--- src/include/gpio_port_consts.svh ---
// register offsets, reset values and sizes of the gpio port control block
`ifndef GPIO_PORT_CONSTS_SVH
`define GPIO_PORT_CONSTS_SVH

// ---------------------------------------------------------------------------
// port geometry
// ---------------------------------------------------------------------------
`define GPIO_PORT_WIDTH     8
`define GPIO_ADDR_WIDTH     4
`define GPIO_SYNC_STAGES    2

// ---------------------------------------------------------------------------
// register offsets
// ---------------------------------------------------------------------------
`define OFS_FUNCTION_SELECT 4'h0
`define OFS_DIRECTION       4'h2
`define OFS_INPUT_SAMPLE    4'h4
`define OFS_OUTPUT_VALUE    4'h6
`define OFS_PULLUP_ENABLE   4'h8
`define OFS_FAST_SLEW       4'hA
`define OFS_ALT_CHOICE      4'hC
`define OFS_DRIVE_STATE     4'hE
`define OFS_PULLUP_STATE    4'hF

// ---------------------------------------------------------------------------
// reset values
// ---------------------------------------------------------------------------
`define RST_FUNCTION_SELECT 8'h00
`define RST_DIRECTION       8'h00
`define RST_PULLUP_ENABLE   8'h00
`define RST_FAST_SLEW       8'h00
`define RST_ALT_CHOICE      8'h00
`define RST_READ_DATA       8'h00
`define RST_SYNC            8'h00
`define ALT1_ALL_PRESENT    8'hFF

`endif

--- src/include/gpio_port_pkg.sv ---
// types shared by the gpio port control files
package gpio_port_pkg;

  // -------------------------------------------------------------------------
  // per-pin configuration as held by software
  // -------------------------------------------------------------------------
  typedef struct packed {
    logic fsel;
    logic alts;
    logic dir;
    logic dout;
    logic pu;
    logic fast;
  } pin_cfg_t;

  // -------------------------------------------------------------------------
  // one pin's drive: data and output enable
  // -------------------------------------------------------------------------
  typedef struct packed {
    logic data;
    logic oe;
  } cell_drive_t;

  // -------------------------------------------------------------------------
  // one peripheral function's drive for the whole port
  // -------------------------------------------------------------------------
  typedef struct packed {
    logic [7:0] data;
    logic [7:0] oe;
  } periph_drive_t;

  // -------------------------------------------------------------------------
  // pin levels handed to first and second peripheral functions
  // -------------------------------------------------------------------------
  typedef struct packed {
    logic [7:0] fn0;
    logic [7:0] fn1;
  } periph_input_t;

endpackage : gpio_port_pkg
--- src/core/gpio_port_pin_control.sv ---
// 8-bit general-purpose port: control registers and pin multiplexing
// Summary of operation
// - function bit 0 gives general-purpose use; pin level readable
// - function bit 1 lets the peripheral drive data and enable
// - reset clears all function bits; each pin independent
// - direction 0 floats the output, direction 1 drives it
// - reset clears all direction bits, pins start as inputs
// - input sample is read-only and shows pin levels always
// - output value drives output pins; read returns written value
// - reset leaves the output value register untouched
// - pull-up only in general mode with output buffer off
// - reset clears all pull-up enables
// - fast slew bit 1 fast, 0 slow, in every mode
// - reset clears all fast slew bits
// - alternate choice picks peripheral, ignored unless function set
// - registers 8-bit read/write except input sample, drive state and pull-up state; bit n pin n
`timescale 1ns/100ps
`include "gpio_port_consts.svh"

module gpio_port_pin_control
  import gpio_port_pkg::*;
#(
  parameter logic [7:0] ALT1_PRESENT = `ALT1_ALL_PRESENT
) (
  input  wire logic                   clock_i,       // system clock
  input  wire logic                   sys_rst_i,     // async reset, high
  input  wire logic [3:0]             addr_i,        // register offset
  input  wire logic [7:0]             wdata_i,       // write data
  input  wire logic                   wr_i,          // write strobe
  input  wire logic                   rd_i,          // read strobe
  output logic      [7:0]             rdata_o,       // read data, +1 cycle
  input  wire logic [7:0]             pin_in_i,      // pad input levels
  output logic      [7:0]             pin_out_o,     // pad output data
  output logic      [7:0]             pin_oe_o,      // pad output enable
  output logic      [7:0]             pin_pullup_o,  // weak pull-up enable
  output logic      [7:0]             pin_fast_slew_o, // fast slew select
  input  gpio_port_pkg::periph_drive_t periph_fn0_i, // first functions
  input  gpio_port_pkg::periph_drive_t periph_fn1_i, // second functions
  output gpio_port_pkg::periph_input_t periph_in_o   // levels to functions
);

  import gpio_port_pkg::*;

  // -------------------------------------------------------------------------
  // software registers
  // -------------------------------------------------------------------------
  logic [7:0] pin_function_select;
  logic [7:0] pin_direction;
  logic [7:0] pin_output_value;
  logic [7:0] pin_pullup_enable;
  logic [7:0] pin_fast_slew;
  logic [7:0] alt_function_choice;
  logic [7:0] pin_input_sample;
  logic [7:0] next_rdata;

  logic       wr_fsel;
  logic       wr_dir;
  logic       wr_dout;
  logic       wr_pu;
  logic       wr_fast;
  logic       wr_alts;

  // -------------------------------------------------------------------------
  // write decode
  // -------------------------------------------------------------------------
  assign wr_fsel = wr_i && addr_i == `OFS_FUNCTION_SELECT;
  assign wr_dir  = wr_i && addr_i == `OFS_DIRECTION;
  assign wr_dout = wr_i && addr_i == `OFS_OUTPUT_VALUE;
  assign wr_pu   = wr_i && addr_i == `OFS_PULLUP_ENABLE;
  assign wr_fast = wr_i && addr_i == `OFS_FAST_SLEW;
  assign wr_alts = wr_i && addr_i == `OFS_ALT_CHOICE;

  always_ff @(posedge clock_i or posedge sys_rst_i) begin
    if (sys_rst_i) begin
      pin_function_select <= `RST_FUNCTION_SELECT;
    end else if (wr_fsel) begin
      pin_function_select <= wdata_i;
    end
  end

  always_ff @(posedge clock_i or posedge sys_rst_i) begin
    if (sys_rst_i) begin
      pin_direction <= `RST_DIRECTION;
    end else if (wr_dir) begin
      pin_direction <= wdata_i;
    end
  end

  // no reset on purpose: content survives a reset
  always_ff @(posedge clock_i) begin
    if (wr_dout) begin
      pin_output_value <= wdata_i;
    end
  end

  always_ff @(posedge clock_i or posedge sys_rst_i) begin
    if (sys_rst_i) begin
      pin_pullup_enable <= `RST_PULLUP_ENABLE;
    end else if (wr_pu) begin
      pin_pullup_enable <= wdata_i;
    end
  end

  always_ff @(posedge clock_i or posedge sys_rst_i) begin
    if (sys_rst_i) begin
      pin_fast_slew <= `RST_FAST_SLEW;
    end else if (wr_fast) begin
      pin_fast_slew <= wdata_i;
    end
  end

  always_ff @(posedge clock_i or posedge sys_rst_i) begin
    if (sys_rst_i) begin
      alt_function_choice <= `RST_ALT_CHOICE;
    end else if (wr_alts) begin
      alt_function_choice <= wdata_i;
    end
  end

  // -------------------------------------------------------------------------
  // pin level sampling
  // -------------------------------------------------------------------------
  pin_sync #(
    .WIDTH (`GPIO_PORT_WIDTH)
  ) u_sync (
    .clock_i   (clock_i),
    .sys_rst_i (sys_rst_i),
    .async_i   (pin_in_i),
    .sync_o    (pin_input_sample)
  );

  // -------------------------------------------------------------------------
  // per-pin multiplexing, each pin on its own bits
  // -------------------------------------------------------------------------
  genvar n;
  generate
    for (n = 0; n < `GPIO_PORT_WIDTH; n++) begin : g_pin
      pin_cfg_t    cfg;
      cell_drive_t fn0;
      cell_drive_t fn1;
      cell_drive_t pad;

      assign cfg.fsel = pin_function_select[n];
      assign cfg.alts = alt_function_choice[n];
      assign cfg.dir  = pin_direction[n];
      assign cfg.dout = pin_output_value[n];
      assign cfg.pu   = pin_pullup_enable[n];
      assign cfg.fast = pin_fast_slew[n];
      assign fn0.data = periph_fn0_i.data[n];
      assign fn0.oe   = periph_fn0_i.oe[n];
      assign fn1.data = periph_fn1_i.data[n];
      assign fn1.oe   = periph_fn1_i.oe[n];

      pin_cell u_cell (
        .cfg_i         (cfg),
        .fn0_i         (fn0),
        .fn1_i         (fn1),
        .fn1_present_i (ALT1_PRESENT[n]),
        .level_i       (pin_input_sample[n]),
        .pad_o         (pad),
        .pullup_o      (pin_pullup_o[n]),
        .fast_slew_o   (pin_fast_slew_o[n]),
        .fn0_in_o      (periph_in_o.fn0[n]),
        .fn1_in_o      (periph_in_o.fn1[n])
      );

      assign pin_out_o[n] = pad.data;
      assign pin_oe_o[n]  = pad.oe;
    end
  endgenerate

  // -------------------------------------------------------------------------
  // read path, data one cycle after the strobe and only then
  // -------------------------------------------------------------------------
  always_comb begin
    next_rdata = `RST_READ_DATA;
    if (rd_i) begin
      unique case (addr_i)
        `OFS_FUNCTION_SELECT: next_rdata = pin_function_select;
        `OFS_DIRECTION:       next_rdata = pin_direction;
        `OFS_INPUT_SAMPLE:    next_rdata = pin_input_sample;
        `OFS_OUTPUT_VALUE:    next_rdata = pin_output_value;
        `OFS_PULLUP_ENABLE:   next_rdata = pin_pullup_enable;
        `OFS_FAST_SLEW:       next_rdata = pin_fast_slew;
        `OFS_ALT_CHOICE:      next_rdata = alt_function_choice;
        `OFS_DRIVE_STATE:     next_rdata = pin_oe_o;
        `OFS_PULLUP_STATE:    next_rdata = pin_pullup_o;
        default:              next_rdata = `RST_READ_DATA;
      endcase
    end
  end

  always_ff @(posedge clock_i or posedge sys_rst_i) begin
    if (sys_rst_i) begin
      rdata_o <= `RST_READ_DATA;
    end else begin
      rdata_o <= next_rdata;
    end
  end

endmodule : gpio_port_pin_control

--- src/core/pin_cell.sv ---
// per-pin selection between general-purpose and peripheral control
`timescale 1ns/100ps

module pin_cell
  import gpio_port_pkg::*;
(
  input  gpio_port_pkg::pin_cfg_t    cfg_i,         // software settings
  input  gpio_port_pkg::cell_drive_t fn0_i,         // first function drive
  input  gpio_port_pkg::cell_drive_t fn1_i,         // second function drive
  input  wire logic                  fn1_present_i, // second choice exists
  input  wire logic                  level_i,       // synchronised level
  output gpio_port_pkg::cell_drive_t pad_o,         // pin data and enable
  output logic                       pullup_o,      // weak pull-up on
  output logic                       fast_slew_o,   // fast slew select
  output logic                       fn0_in_o,      // level to function 0
  output logic                       fn1_in_o       // level to function 1
);

  cell_drive_t drive;

  // -------------------------------------------------------------------------
  // output source selection
  // -------------------------------------------------------------------------
  always_comb begin
    if (!cfg_i.fsel) begin
      drive.oe   = cfg_i.dir;
      drive.data = cfg_i.dout;
    end else if (!cfg_i.alts) begin
      drive = fn0_i;
    end else if (fn1_present_i) begin
      drive = fn1_i;
    end else begin
      // reserved second choice: the pin floats
      drive = '0;
    end
  end

  // masking keeps an unwritten output value off the pin
  assign pad_o.oe   = drive.oe;
  assign pad_o.data = drive.oe & drive.data;

  assign pullup_o    = ~cfg_i.fsel & cfg_i.pu & ~cfg_i.dir;
  assign fast_slew_o = cfg_i.fast;

  assign fn0_in_o = cfg_i.fsel & ~cfg_i.alts & level_i;
  assign fn1_in_o = cfg_i.fsel & cfg_i.alts & fn1_present_i
                    & level_i;

endmodule : pin_cell

--- src/core/pin_sync.sv ---
// two-stage synchroniser for asynchronous pin levels
`timescale 1ns/100ps
`include "gpio_port_consts.svh"

module pin_sync #(
  parameter int WIDTH = `GPIO_PORT_WIDTH
) (
  input  wire logic             clock_i,   // system clock
  input  wire logic             sys_rst_i, // async reset, active high
  input  wire logic [WIDTH-1:0] async_i,   // raw pin levels
  output logic      [WIDTH-1:0] sync_o     // synchronised levels
);

  logic [WIDTH-1:0] stage1;

  // -------------------------------------------------------------------------
  // first stage is read only by the second
  // -------------------------------------------------------------------------
  always_ff @(posedge clock_i or posedge sys_rst_i) begin
    if (sys_rst_i) begin
      stage1 <= '0;
      sync_o <= '0;
    end else begin
      stage1 <= async_i;
      sync_o <= stage1;
    end
  end

endmodule : pin_sync

--- config.mk ---
export PLATFORM = sky130hd
export DESIGN_NAME = gpio_port_pin_control
export DESIGN_NICKNAME = d
export VERILOG_FILES = /design/src/include/gpio_port_pkg.sv /design/src/core/gpio_port_pin_control.sv /design/src/core/pin_cell.sv /design/src/core/pin_sync.sv
export VERILOG_INCLUDE_DIRS = /design/src /design/src/include
export SDC_FILE = /design/constraint.sdc
export NUM_CORES = 1
export LEC_CHECK = 0
export BUFFER_PORTS_ARGS = -buffer_cell sky130_fd_sc_hd__buf_2
export CAP_MARGIN = 10
export CORE_AREA = 2 2 69 121
export CTS_BUF_LIST = sky130_fd_sc_hd__clkbuf_8
export DETAILED_ROUTE_END_ITERATION = 8
export DIE_AREA = 0 0 71 123
export GPL_ROUTABILITY_DRIVEN = 0
export PLACE_DENSITY = 0.73
export SYNTH_ARGS = -nofsm -noshare
export SYNTH_HDL_FRONTEND = slang
export SYNTH_HIERARCHICAL = 1
export SYNTH_SLANG_ARGS = --single-unit
--- constraint.sdc ---
create_clock -name clock_i -period 2.3 [get_ports clock_i]
set_clock_uncertainty 0.2 [all_clocks]
set_input_delay 0.46 -clock clock_i [delete_from_list [all_inputs] [get_ports clock_i]]
set_output_delay 0.46 -clock clock_i [all_outputs]
set_load 0.005 [all_outputs]
# Word level (Yosys, flattened, before mapping)
# Index checks and enable logic that the tools add are counted.
# op_classes
add_sub_neg	0
mul	0
div_mod_pow	0
order_cmp	0
n_eq_ne	8
shifts	0
n_mux	18
n_bitwise	80
reduce_logical	7
# ops
operator	count
$pmux W8 S9	1
$and A1 B1 Y1	56
$mux W2	16
$not A1 Y1	24
$eq A4 B4 Y1 const B	5
$eq A4 B3 Y1 const B	2
$mux W8	1
$logic_and A1 B1 Y1	6
$eq A4 B2 Y1 const B	1
$logic_not A4 Y1	1
# totals
reg_bits	72
latchBits	0
ramBits	0
mem_bits_ro	0
out_inout_bits	56
word_cells	122
n_memories	0

# Logic depth before layout (Yosys ltp)
# depth
depth_word	5
mapped_depth	6

# By module
# Netlist, hierarchy kept.
# by_module_without_submodules
mod	instances	cells_per_inst	area_per_inst_um2	seq_area_each_um2
gpio_port_pin_control	1	192	2708.8	1441.4
pin_cell	8	14	85.1	0.0
pin_sync	1	17	404.1	400.4

# Least setup slack after synthesis
# OpenSTA, ideal clock, no wires.
# synth_timing
kind	input port to flip-flop
from	input addr_i[2]
to	register pin_output_value[0] (enable)
setup_ns	0.333
t_arrival_ns	1.263
required_ns	1.767
path_slack_ns	0.505
stages	4
cell_sequence	buf_4 > buf_6 > buf_4 > and4b_1
# synth_between
elab_chain_len	2
# synth_rtl
item	line_no	source
start: declaration	gpio_port_pin_control.sv:27	input wire logic [3:0] addr_i,
$eq A4 B3 Y1	-	
$logic_and A1 B1 Y1 (no line)	-	
net wr_dout	gpio_port_pin_control.sv:58	logic wr_dout;
end signal: assignment	gpio_port_pin_control.sv:92	pin_output_value <= wdata_i;
end: declaration	gpio_port_pin_control.sv:49	logic [7:0] pin_output_value;
# The timed path passes the listed nets, and every way through them passes these cells.
# A chain may end at the register's enable or synchronous reset.

# Worst setup path in the final report
# layout_timing
from	register alt_function_choice[1]
to	output pin_out_o[1]
# layout_between
elab_chain_len	3
# layout_rtl
item	line_no	source
start: declaration	gpio_port_pin_control.sv:52	logic [7:0] alt_function_choice;
start signal: assignment	gpio_port_pin_control.sv:114	alt_function_choice <= `RST_ALT_CHOICE;
start signal: assignment	gpio_port_pin_control.sv:116	alt_function_choice <= wdata_i;
$mux W2	pin_cell.sv:28	end else if (!cfg_i.alts) begin
$mux W2	pin_cell.sv:25	if (!cfg_i.fsel) begin
$and A1 B1 Y1	pin_cell.sv:40	assign pad_o.data = drive.oe & drive.data;
end: declaration	gpio_port_pin_control.sv:33	output logic [7:0] pin_out_o,
# Every way passes these cells.

==> flow_results.xml <==
<?xml version="1.0" encoding="UTF-8"?>
<metrics>
  <group name="finish">
    <metric name="area_growth" unit="%">26.3</metric>
    <metric name="final_layout_net_count" unit="">525</metric>
    <metric name="design_area" unit="mm²">0.00479</metric>
    <metric name="fillerInstances" unit="">653</metric>
    <metric name="final_common_cell" unit="">buf_2</metric>
    <metric name="final_cell_mix" unit="">buf_2 (111), dfrtp_1 (64), mux2_1 (46)</metric>
    <metric name="diodes" unit="">0</metric>
    <metric name="fraction_of_layout_instances_using_a_drive_strength_above_1" unit="%">38.6</metric>
    <metric name="final_core_utilization" unit="%">61.4</metric>
  </group>
  <group name="floorplan">
    <metric name="chipHeight" unit="µm">123</metric>
    <metric name="die_w" unit="µm">71</metric>
    <metric name="io_pins" unit="">112</metric>
    <metric name="dieArea" unit="mm²">0.00873</metric>
    <metric name="initial_core_util" unit="%">48.6</metric>
    <metric name="rows" unit="">43</metric>
    <metric name="fp.coreArea" unit="mm²">0.00780</metric>
  </group>
  <group name="grt">
    <metric name="via_count_of_the_first_global_routing_pass" unit="">3105</metric>
    <metric name="overall_routing_resource_usage" unit="%">22.6</metric>
    <metric name="wire_length_of_the_first_global_routing_pass" unit="µm">15000</metric>
    <metric name="antenna_found_initial" unit="">0</metric>
    <metric name="grt_start_max_net_pins" unit="">21</metric>
    <metric name="grt-ovfl-total" unit="">0</metric>
  </group>
  <group name="timing">
    <metric name="grt_setup_unrepaired" unit="">false</metric>
    <metric name="hold_ws" unit="ps">23.5</metric>
    <metric name="setup_viol_count_final" unit="">0</metric>
    <metric name="fin_tns_setup" unit="ps">0</metric>
    <metric name="min_period" unit="ps">2190</metric>
    <metric name="fmax" unit="MHz">457</metric>
    <metric name="max-slew-margin-rel" unit="%">61.3</metric>
    <metric name="max_slew.worst_pin.slew" unit="ps">579</metric>
    <metric name="hold_violations" unit="">0</metric>
    <metric name="report.final.slew_viol_count" unit="">0</metric>
    <metric name="final_min_period_over_clock_period" unit="%">95.1</metric>
    <metric name="post-route-worst-setup-slack" unit="ps">112</metric>
  </group>
  <group name="drt">
    <metric name="detail_routed_net_length_per_standard_cell" unit="µm">16.9</metric>
    <metric name="finalWirelength" unit="µm">9540</metric>
    <metric name="drtAntennaViolNets" unit="">0</metric>
    <metric name="drc" unit="">0</metric>
    <metric name="firstDrtPassIters" unit="">4</metric>
    <metric name="first_iter_violations" unit="">126</metric>
    <metric name="num_vias" unit="">3032</metric>
    <metric name="viasPerCell" unit="">5.38</metric>
  </group>
  <group name="run">
    <metric name="maxCapViolations" unit="">0</metric>
  </group>
  <group name="logic_synthesis">
    <metric name="synth_enable_flop_cells" unit="">8</metric>
    <metric name="post_synth.cell_area_avg" unit="µm²">11.8</metric>
    <metric name="netlist.top_cell.by_area" unit="">dfrtp_1</metric>
    <metric name="netlist_area_before_placement" unit="mm²">0.00379</metric>
    <metric name="synthesis.instances" unit="">321</metric>
    <metric name="synth_flop_cell" unit="">dfrtp_1</metric>
    <metric name="synth_top_area_share" unit="%">42.2</metric>
    <metric name="ys_top_cells_by_area" unit="">dfrtp_1 (42%), mux2_1 (14%), edfxtp_1 (6.3%), mux2_2 (3.3%), nand3_1 (3.2%)</metric>
    <metric name="synth_async_sr_flop_share" unit="%">88.9</metric>
    <metric name="postSynthRegisterBits" unit="">72</metric>
    <metric name="synth_warnings" unit="">6</metric>
    <metric name="synth.yosys.seq_area_share" unit="%">48.5</metric>
    <metric name="post_synth_num_cell_types" unit="">40</metric>
  </group>
  <group name="hold_path">
    <metric name="hold_path_class" unit="">input port to flop</metric>
  </group>
  <group name="setup_path">
    <metric name="critical_path.cell_chain" unit="">nand2b_1, a31oi_2, o211a_1, buf_2</metric>
    <metric name="critical_path.top_delay_family" unit="">flip-flops</metric>
    <metric name="critical_path_slowest_stage_cell" unit="">dfrtp_1</metric>
    <metric name="worst_setup_path_end_kind" unit="">output pin</metric>
    <metric name="critPathMaxStageDelay" unit="ps">460</metric>
    <metric name="critical_path_peak_fanout" unit="">8</metric>
    <metric name="worst_ep_required_time" unit="ps">1640</metric>
    <metric name="worstSetupPathType" unit="">flop to output pin</metric>
    <metric name="cp_data_arrival_time" unit="ps">1530</metric>
    <metric name="worst_setup_path_start_kind" unit="">flop</metric>
    <metric name="worst-path-buf-inv" unit="">1</metric>
  </group>
  <group name="clocking">
    <metric name="clock-sinks" unit="">72</metric>
    <metric name="cts.clk_slew.worst_paths" unit="ps">70</metric>
    <metric name="cts_resized" unit="">0</metric>
    <metric name="clk-insertion-delay-late" unit="ps">340</metric>
    <metric name="cts_buffers" unit="">9</metric>
    <metric name="clock-root-buffer" unit="">clkbuf_8</metric>
    <metric name="clock_tree.htree_level_count" unit="">3</metric>
    <metric name="clock_path_buffers" unit="">2</metric>
    <metric name="post_cts.repair.setup_buffers" unit="">0</metric>
    <metric name="tritoncts" unit="">done</metric>
  </group>
  <group name="placed_design">
    <metric name="placedInstanceArea" unit="mm²">0.00454</metric>
    <metric name="dp.final_hpwl" unit="µm">7270</metric>
    <metric name="port_buffers" unit="">111</metric>
    <metric name="detailedPlace.worstSlack" unit="ps">197</metric>
  </group>
  <group name="outcome">
    <metric name="outcome" unit="">finished clean</metric>
  </group>
  <group name="power_and_ir_drop">
    <metric name="seqPwrFrac" unit="%">47.5</metric>
    <metric name="power.internal" unit="mW">2.50</metric>
    <metric name="clkPwrFrac" unit="%">26.8</metric>
    <metric name="vdd_ir_drop_max" unit="V">0.000449</metric>
    <metric name="powerDensity" unit="mW/mm²">746</metric>
    <metric name="switching_share" unit="%">30.2</metric>
    <metric name="netSwitchingPower" unit="mW">1.08</metric>
    <metric name="power.share.combinational" unit="%">25.7</metric>
    <metric name="p_leak" unit="nW">2.34</metric>
  </group>
</metrics>
-- worst reg2reg max path: cells and delay by family (launching register included) --
| kind | cells | cell delay, ps |
|---|---|---|
| AOI/OAI and AO/OA | 2 | 160 |
| DFF | 1 | 470 |
| muxes | 1 | 480 |
| and+or+nand+nor | 2 | 310 |
-- per-layer routing --
metal / vias up / part of all wire (%) / global-route usage [%]
met2: 97 / 55 / 40.8
met4: 0 / 1.5 / 8.49
li1: 1436 / - / -
met5: - / 0 / 0
met1: 1489 / 38 / 26.0
met3: 10 / 5.3 / 4.65
-- power groups by stage --
stage / registers (mW) / logic, mW / clock network [mW]
2_1_floorplan: 1.64 / 0.631 / 0
3_3_place_gp: 1.71 / 0.891 / 0
3_5_place_dp: 1.72 / 0.917 / 0
4_1_cts: 1.70 / 0.931 / 0.984
5_1_grt: 1.73 / 1.01 / 1.04
6_report: 1.70 / 0.920 / 0.958
-- worst paths after layout --
path                       slack, ps  cells after the start                                  to                                from
max                              110                      4                        pin_out_o[1]  alt_function_choice[1]$_DFFE_PP0P_
min                               20                      1          u_sync/stage1[5]$_DFF_PP0_                         pin_in_i[5]
max reg2reg                      560                      5                rdata_o[1]$_DFF_PP0_  pin_function_select[1]$_DFFE_PP0P_
min reg2reg                      150                      0          u_sync/sync_o[0]$_DFF_PP0_          u_sync/stage1[0]$_DFF_PP0_
max in group asynchronous        830                      4  alt_function_choice[2]$_DFFE_PP0P_                           sys_rst_i
min in group asynchronous        450                      3    pin_pullup_enable[7]$_DFFE_PP0P_                           sys_rst_i
-- state kept, by name, indices dropped and copies added, names as in the netlist --
signal and cells:
pin_direction 8, pin_fast_slew 8, alt_function_choice 8, rdata_o 8
u_sync/stage1 8, u_sync/sync_o 8, pin_output_value 8, pin_pullup_enable 8
pin_function_select 8
-- synthesized netlist by cell type (2+ instances only) --
cell	number
a222oi_1	2
a22oi_1	6
a31oi_1	8
a31oi_2	8
and2_1	8
and3_1	4
and3b_1	4
and4b_1	2
buf_2	5
buf_4	12
clkbuf_1	2
dfrtp_1	64
edfxtp_1	8
inv_1	3
mux2_1	46
mux2_2	11
mux4_2	5
nand2_1	26
nand2b_1	8
nand2b_2	8
nand3_1	24
nand3_2	2
nor2_1	24
nor2b_1	3
nor3b_1	2
o211a_1	8
o21ai_0	5
-- what timing repair did --
action / CTS / global route
endpoints found under the hold margin: 37 / 0
endpoints found under the setup margin: 0 / 0
hold buffers: 6 / 0
-- logic make-up after synthesis --
| logic type | share of synthesized area, % |
|---|---|
| simple gates | 18.8 |
| other cells | 0.0988 |
| buf+inv | 3.83 |
| compound gates | 8.81 |
| mux | 19.9 |
| flops | 48.5 |
-- per-stage QoR --
stage | total power, mW | cells
floorplan | 2.27 | 344
global placement | 2.60 | 542
detailed placement | 2.64 | 542
CTS | 3.61 | 564
global route | 3.79 | 564
finish | 3.58 | 564
-- layout make-up --
class / count / area (µm²) / area share, %
Timing Repair Buffer: 134 / 743 / 15.5
Sequential cell: 72 / 1840 / 38.4
Multi-Input combinational cell: 249 / 1890 / 39.5
Clock buffer: 10 / 138 / 2.87
Clock inverter: 6 / 52.6 / 1.10
Tap cell: 90 / 113 / 2.35
Inverter: 3 / 11.3 / 0.235
(Power assumes the default switching activity.)
